File: src/rtl/io_status_pkg.sv
// package for the input status and configuration register block
// assumes an AXI4-Lite master with 32-bit data and byte addresses
package io_status_pkg;
  // -----------------------------------------------------------------
  // register map
  // -----------------------------------------------------------------
  localparam logic [7:0] STATUS_CFG_INDEX = 8'h04;
  localparam logic [11:0] STATUS_CFG_ADDR = 12'h010;
  localparam int ADDR_W = 12;
  // -----------------------------------------------------------------
  // field positions
  // -----------------------------------------------------------------
  localparam int VERSION_LSB = 24;
  localparam int FILTER_LSB = 20;
  localparam int REVISION_LSB = 16;
  localparam int QUIET_BIT = 15;
  localparam int CHAIN_POL_BIT = 13;
  localparam int REF_RES_BIT = 12;
  localparam int CLK_SRC_BIT = 11;
  localparam int TEMP_EN_BIT = 9;
  localparam int TEMP_LSB = 1;
  // -----------------------------------------------------------------
  // reset values and identity (identity values arbitrary)
  // -----------------------------------------------------------------
  localparam logic [1:0] FILTER_RESET = 2'h2;
  localparam logic CHAIN_POL_RESET = 1'b1;
  localparam logic TEMP_EN_RESET = 1'b1;
  localparam logic [7:0] VERSION_CODE = 8'hA5;
  localparam logic [2:0] REVISION_CODE = 3'h5;
  // -----------------------------------------------------------------
  // filter codes and timing
  // -----------------------------------------------------------------
  localparam logic [1:0] FILTER_10NS = 2'h2;
  localparam logic [1:0] FILTER_20NS = 2'h3;
  localparam int CLK_PERIOD_NS = 10;
  localparam int FILT_SHORT_NS = 10;
  localparam int FILT_LONG_NS = 20;
  localparam logic [1:0] FILT_SHORT_CYC = 2'(FILT_SHORT_NS / CLK_PERIOD_NS);
  localparam logic [1:0] FILT_LONG_CYC = 2'(FILT_LONG_NS / CLK_PERIOD_NS);
  localparam logic [1:0] RESP_OKAY = 2'h0;
  localparam logic [1:0] RESP_SLVERR = 2'h2;
endpackage

File: src/rtl/input_status_config_register.sv
// input status and configuration register with AXI4-Lite access
// assumes status inputs synchronous to clk; resetn is asynchronous
//
// Contract
// - top byte holds read-only version code
// - filter selector bits 21:20, reset 2
// - bit 15 reads quiescent state
// - UART mode drives data-out at bit 13
// - chain polarity bit resets to one
// - bit 12 reports reference resistor detected
// - bit 11 reports external clock source
// - bit 9 enables temperature converter, reset 1
// - bits 8:1 hold temperature code
`timescale 1ns/1ps
`default_nettype none
module input_status_config_register
  import io_status_pkg::*;
(
  // clock and reset
  input wire logic clk,
  input wire logic resetn,
  // AXI4-Lite write address and data
  input wire logic [ADDR_W-1:0] awaddr,
  input wire logic awvalid,
  output logic awready,
  input wire logic [31:0] wdata,
  input wire logic [3:0] wstrb,
  input wire logic wvalid,
  output logic wready,
  // AXI4-Lite write response
  output logic [1:0] bresp,
  output logic bvalid,
  input wire logic bready,
  // AXI4-Lite read
  input wire logic [ADDR_W-1:0] araddr,
  input wire logic arvalid,
  output logic arready,
  output logic [31:0] rdata,
  output logic [1:0] rresp,
  output logic rvalid,
  input wire logic rready,
  // device status
  input wire logic quiescent,
  input wire logic refResistorDetected,
  input wire logic externalClockFlag,
  input wire logic [7:0] temperatureCode,
  input wire logic interfaceSelectUart,
  input wire logic serialIn,
  // device outputs
  output logic serialDataOut,
  output logic tempConverterEnable,
  output logic serialInFiltered
);
  // -----------------------------------------------------------------
  // reset release
  // -----------------------------------------------------------------
  // assertion is immediate, release waits two edges so that no flop
  // leaves reset in the very edge at which resetn rises
  logic rstSync1_reg, rstn_reg;
  always_ff @(posedge clk or negedge resetn) begin
    if (!resetn) begin
      rstSync1_reg <= 1'b0;
      rstn_reg <= 1'b0;
    end else begin
      rstSync1_reg <= 1'b1;
      rstn_reg <= rstSync1_reg;
    end
  end

  // -----------------------------------------------------------------
  // configuration fields
  // -----------------------------------------------------------------
  logic [1:0] filterSel_reg;
  logic chainPol_reg;
  logic tempEn_reg;
  logic awHeld_reg, wHeld_reg;
  logic [ADDR_W-1:0] awAddr_reg;
  logic [31:0] wData_reg;
  logic [3:0] wStrb_reg;

  // write channel capture: address and data taken in either order
  wire awTake = awvalid && awready;
  wire wTake = wvalid && wready;
  wire haveAw = awHeld_reg || awTake;
  wire haveW = wHeld_reg || wTake;
  wire [ADDR_W-1:0] curAw = awHeld_reg ? awAddr_reg : awaddr;
  wire [31:0] curW = wHeld_reg ? wData_reg : wdata;
  wire [3:0] curS = wHeld_reg ? wStrb_reg : wstrb;
  wire doWrite = haveAw && haveW && !bvalid;
  wire wrHit = doWrite && (curAw == STATUS_CFG_ADDR);
  // only lanes 1 and 2 hold writable bits; the rest are ignored
  wire lane1 = wrHit && curS[1];
  wire lane2 = wrHit && curS[2];
  // an unmapped write is still answered, but changes nothing
  wire [1:0] bresp_next = wrHit ? RESP_OKAY : RESP_SLVERR;

  always_ff @(posedge clk or negedge rstn_reg) begin
    if (!rstn_reg) begin
      awHeld_reg <= 1'b0;
      wHeld_reg <= 1'b0;
      awAddr_reg <= '0;
      wData_reg <= '0;
      wStrb_reg <= '0;
      awready <= 1'b0;
      wready <= 1'b0;
      bvalid <= 1'b0;
      bresp <= RESP_OKAY;
    end else begin
      awHeld_reg <= haveAw && !doWrite;
      wHeld_reg <= haveW && !doWrite;
      if (awTake) awAddr_reg <= awaddr;
      if (wTake) begin
        wData_reg <= wdata;
        wStrb_reg <= wstrb;
      end
      awready <= !(haveAw) && !bvalid && !doWrite;
      wready <= !(haveW) && !bvalid && !doWrite;
      if (doWrite) begin
        bvalid <= 1'b1;
        bresp <= bresp_next;
      end else if (bready) begin
        bvalid <= 1'b0;
      end
    end
  end

  // writable fields; unassigned bits are not stored at all
  always_ff @(posedge clk or negedge rstn_reg) begin
    if (!rstn_reg) begin
      filterSel_reg <= FILTER_RESET;
      chainPol_reg <= CHAIN_POL_RESET;
      tempEn_reg <= TEMP_EN_RESET;
    end else begin
      if (lane2) filterSel_reg <= curW[FILTER_LSB +: 2];
      if (lane1) chainPol_reg <= curW[CHAIN_POL_BIT];
      if (lane1) tempEn_reg <= curW[TEMP_EN_BIT];
    end
  end

  // -----------------------------------------------------------------
  // read path
  // -----------------------------------------------------------------
  // word assembly; every unlisted bit stays zero
  logic [31:0] readWord;
  always_comb begin
    readWord = '0;
    readWord[VERSION_LSB +: 8] = VERSION_CODE;
    readWord[FILTER_LSB +: 2] = filterSel_reg;
    readWord[REVISION_LSB +: 3] = REVISION_CODE;
    readWord[QUIET_BIT] = quiescent;
    readWord[CHAIN_POL_BIT] = chainPol_reg;
    readWord[REF_RES_BIT] = refResistorDetected;
    readWord[CLK_SRC_BIT] = externalClockFlag;
    readWord[TEMP_EN_BIT] = tempEn_reg;
    readWord[TEMP_LSB +: 8] = temperatureCode;
  end
  wire rdHit = araddr == STATUS_CFG_ADDR;
  wire arTake = arvalid && arready;
  // status bits are a snapshot taken when the address is accepted;
  // unmapped reads give zero and an error rather than a mirror, so
  // software that scans the map sees holes as holes
  wire [31:0] rdata_next = rdHit ? readWord : '0;
  wire [1:0] rresp_next = rdHit ? RESP_OKAY : RESP_SLVERR;

  // one read at a time: arready drops while the answer stands
  always_ff @(posedge clk or negedge rstn_reg) begin
    if (!rstn_reg) begin
      arready <= 1'b0;
      rvalid <= 1'b0;
      rdata <= '0;
      rresp <= RESP_OKAY;
    end else begin
      arready <= !rvalid && !arTake;
      if (arTake) begin
        rvalid <= 1'b1;
        rdata <= rdata_next;
        rresp <= rresp_next;
      end else if (rready) begin
        rvalid <= 1'b0;
      end
    end
  end

  // -----------------------------------------------------------------
  // serial input glitch filter and pin outputs
  // -----------------------------------------------------------------
  // a change must persist for the selected time before it passes;
  // codes 0 and 1 pass the input straight through one flop
  logic [1:0] stable_reg;
  logic lastIn_reg;
  wire [1:0] need = (filterSel_reg == FILTER_20NS) ? FILT_LONG_CYC :
                    (filterSel_reg == FILTER_10NS) ? FILT_SHORT_CYC : 2'h0;
  wire sameIn = serialIn == lastIn_reg;
  // run length saturates so a long quiet line cannot wrap and re-trigger
  wire [1:0] stable_next = !sameIn ? 2'h0 :
                           (stable_reg == 2'h3) ? stable_reg :
                           stable_reg + 2'h1;
  wire filterOff = need == 2'h0;
  wire filterPass = sameIn && (stable_reg >= need - 2'h1);
  // outside UART mode the pin belongs to the serial unit outside
  wire serialDataOut_next = interfaceSelectUart ? chainPol_reg : 1'b0;
  always_ff @(posedge clk or negedge rstn_reg) begin
    if (!rstn_reg) begin
      lastIn_reg <= 1'b0;
      stable_reg <= 2'h0;
      serialInFiltered <= 1'b0;
      serialDataOut <= 1'b0;
      tempConverterEnable <= 1'b0;
    end else begin
      lastIn_reg <= serialIn;
      stable_reg <= stable_next;
      if (filterOff) serialInFiltered <= serialIn;
      else if (filterPass) serialInFiltered <= lastIn_reg;
      serialDataOut <= serialDataOut_next;
      tempConverterEnable <= tempEn_reg;
    end
  end
endmodule
`default_nettype wire

File: config.mk
export PLATFORM = sky130hd
export DESIGN_NAME = input_status_config_register
export DESIGN_NICKNAME = d
export VERILOG_FILES = /design/src/rtl/io_status_pkg.sv /design/src/rtl/input_status_config_register.sv
export SDC_FILE = /design/constraint.sdc
export NUM_CORES = 1
export LEC_CHECK = 0
export BUFFER_PORTS_ARGS = -buffer_cell sky130_fd_sc_hd__buf_2
export CORE_ASPECT_RATIO = 0.75
export CORE_MARGIN = 2
export CORE_UTILIZATION = 45
export CTS_CLUSTER_DIAMETER = 150
export DETAILED_ROUTE_END_ITERATION = 6
export HOLD_SLACK_MARGIN = 0.15
export PLACE_DENSITY = 0.79
export REMOVE_ABC_BUFFERS = 1
export SLEW_MARGIN = 10
export SYNTH_ARGS = -nofsm -noshare
export SYNTH_HDL_FRONTEND = slang
export SYNTH_SLANG_ARGS = --single-unit
export TNS_END_PERCENT = 1
File: constraint.sdc
create_clock -name clk -period 2.1 [get_ports clk]
set_input_delay 0.42 -clock clk [delete_from_list [all_inputs] [get_ports clk]]
set_output_delay 0.42 -clock clk [all_outputs]
set_load 0.05 [all_outputs]
==> flow_metrics.py <==
metrics = {
    "run_status": {
        "status": "finished, final reports clean",
    },
    "global_routing": {
        "grt_pass1_wl_um": 6790,
        "track_usage_pct": 15.0,
        "gr-usage-met1_pct": 20.5,
        "first_global_vias": 1484,
        "use_met3_pct": 3.79,
        "grt_antenna_before_repair": 0,
        "grt_max_degree": 43,
        "top_usage_layer": "met2",
        "grtUsageMet2_pct": 23.6,
        "overflow": 0,
    },
    "setup_path": {
        "worst_path_max_delay_cell": "dfrtp_1",
        "worstSetupPathType": "reg2reg",
        "critPathLaunch": "awAddr_reg[0]",
        "start_kind": "register",
        "worstPathRequired_ns": 2.30,
        "crit_path_max_incr_delay_ns": 0.39,
        "cp_cell_sequence": "nor4b_1 -> nand4_1 -> a211oi_2 -> mux2_2",
        "timing.rr.start": "awAddr_reg[0]",
        "crit_family": "simple AND/OR/NAND/NOR gates",
        "path_buf_inv": 0,
        "end_kind": "register",
        "worst_ep_arrival_time_ns": 2.03,
        "cp_max_fo": 3,
    },
    "clock_network": {
        "postCtsSetupRepairBufs": 0,
        "cts.clk_slew.worst_paths_ns": 0.09,
        "cts_resized": 0,
        "cts_root_buf": "clkbuf_8",
        "clock_latency_ns": 0.30,
        "cts_made_buffers": 5,
        "cts.sinks": 55,
        "cts_tree": "yes",
        "ctsHoldBuffers": 1,
        "clk_path_buf_depth": 2,
        "cts.htree.levels": 2,
    },
    "routing": {
        "drc": 0,
        "drtIter0Drc": 63,
        "routedWlPerCell_um": 13.0,
        "firstDrtPassIters": 4,
        "ant_nets": 0,
        "vias": 1645,
        "vias_per_cell": 4.80,
        "wirelength_um": 4460,
    },
    "floorplanning": {
        "placementRows": 23,
        "ios": 124,
        "initial_core_util_pct": 46.0,
        "core_mm2": 0.00524,
        "die_w_um": 88.5,
        "die_y_um": 67.3,
        "dieArea_mm2": 0.00596,
    },
    "cells_and_area": {
        "largest_reg_flops": 16,
        "diodes": 0,
        "layout_commonest_cell": "buf_2",
        "area.growth.synth_to_final_pct": 22.5,
        "drive_gt1_share_pct": 50.7,
        "nNetsFinal": 351,
        "final_cell_mix": "buf_2, dfrtp_1, mux2_2",
    },
    "synthesis": {
        "yosysUniqueCellTypes": 34,
        "syn_area_per_cell_um2": 13.0,
        "yosys_warnings": 0,
        "ys_ff_latch": 55,
        "syn-cell-area_mm2": 0.00241,
        "ys_seq_area_share_pct": 57.3,
        "syn_inst": 185,
    },
    "sta": {
        "grt_setup_unrepaired": "false",
        "hold_viol_final": 0,
        "fin_skew_ns": 0.00414,
        "setup_violations": 0,
        "period_share_pct": 87.5,
        "worst_pin_slew_ns": 0.887,
        "drv_slew": 0,
        "max_freq_mhz": 544,
        "finalSetupTns_ns": 0,
        "timing.slew.headroom_pct": 40.9,
        "post-route-min-period_ns": 1.84,
    },
    "power_and_ir_drop": {
        "pwr-share-clk_pct": 23.1,
        "power.internal_mw": 2.09,
        "power.total_mw": 3.11,
        "power_density_mw_per_mm2": 1050,
        "p_sw_mw": 1.01,
        "swShare_pct": 32.6,
        "p_leak_nw": 1.54,
        "seqPwrFrac_pct": 48.3,
        "ir_drop_mv": 0.495,
        "pwr-share-comb_pct": 28.6,
    },
    "placed_design": {
        "hpwl_um": 3380,
        "gp_congestion": 0.733,
        "numPortBuffers": 80,
    },
    "run": {
        "cap_violations": 0,
    },
    "worst_hold_path": {
        "min_path_type": "in2reg",
        "min_from": "serialIn",
    },
}
kinds of logic (layout without fill, tap and decap cells):
logic type                 count (synthesis)  in the layout  synth area share (%)
AOI/OAI and AO/OA                         31             31                  10.3
buffers and inverters                     26             97                  7.17
DFF                                       55             55                  57.3
adders and majority gates                  4              4                  2.08
muxes                                     28             28                  12.9
other                                      2             14                 0.312
xor gates and xnor gates                   2              2                 0.728
and+or+nand+nor                           37             37                  9.15
routing by layer:
layer | wire (µm) | vias up
met5 | 0 | -
met4 | 45 | 0
met3 | 232 | 5
met2 | 2100 | 49
met1 | 2080 | 797
li1 | - | 794
through the flow:
step / cell area, µm² / utilization, % / cells / setup WS [ns] / hold slack (ns)
after floorplan: 2290 / - / 175 / -0.409 / 0.124
after global placement: 2820 / 53.8 / 334 / 0.116 / 0.205
after detailed placement: 2820 / 53.8 / 334 / 0.0883 / 0.207
after CTS: 2950 / 56.3 / 343 / 0.278 / 0.264
after global routing: 2950 / 56.3 / 343 / 0.147 / 0.258
final: 2950 / 56.3 / 343 / 0.262 / 0.276
path summary, 6_finish.rpt:
kind	slack, ns	depth (start not counted)	end
setup reg to reg	0.26	4	filterSel_reg[0]
hold reg to reg	0.36	0	rstn_reg
min in group asynchronous	0.40	0	filterSel_reg[0]
setup / recovery	0.26	4	filterSel_reg[0]
hold / removal	0.28	1	lastIn_reg
max in group asynchronous	1.05	1	awAddr_reg[2]
cell usage after synthesis:
cell,n,area [µm²]
mux2i_1,4,40.0
nor3_4,1,16.3
a22o_1,7,61.3
and2_1,3,18.8
nand4_1,2,12.5
ha_1,4,50.1
buf_6,1,11.3
nor4_1,4,25.0
inv_1,4,15.0
a211oi_2,2,25.0
or2_2,2,12.5
o22ai_1,1,6.26
nor4b_1,1,8.76
a21oi_1,7,35.0
o21ai_0,2,10.0
nor2b_1,1,6.26
nor3_1,2,10.0
mux2_2,24,270
and3_1,2,12.5
a22o_2,8,80.1
or4b_4,1,13.8
a21o_2,1,8.76
dfstp_2,3,78.8
dfrtp_1,52,1300
conb_1,2,7.51
buf_4,18,135
o31ai_1,1,7.51
a21o_1,2,15.0
xor2_1,2,17.5
nor4b_2,1,15.0
nand2b_1,2,12.5
clkbuf_1,3,11.3
nor2_1,8,30.0
nand2_1,7,26.3
power by group through the flow:
| stage | Clock, mW | Sequential, mW | Combinational [mW] |
|---|---|---|---|
| final | 0.717 | 1.50 | 0.889 |
| after global routing | 0.786 | 1.54 | 0.973 |
| after CTS | 0.741 | 1.50 | 0.897 |
| after detailed placement | 0 | 1.52 | 0.892 |
| after global placement | 0 | 1.51 | 0.874 |
| after floorplan | 0 | 1.66 | 0.527 |
cell type report:
| type | instances | area, µm² |
|---|---|---|
| clock buffers | 6 | 82.6 |
| clock inverters | 2 | 35.0 |
| flip-flops and latches | 55 | 1380 |
| well taps | 75 | 93.8 |
| fillers | 468 | 2290 |
| repair buffers | 85 | 440 |
| multi-input cells | 116 | 900 |
| inverters | 4 | 15.0 |
No activity file was read; power rests on OpenSTA's default activity.
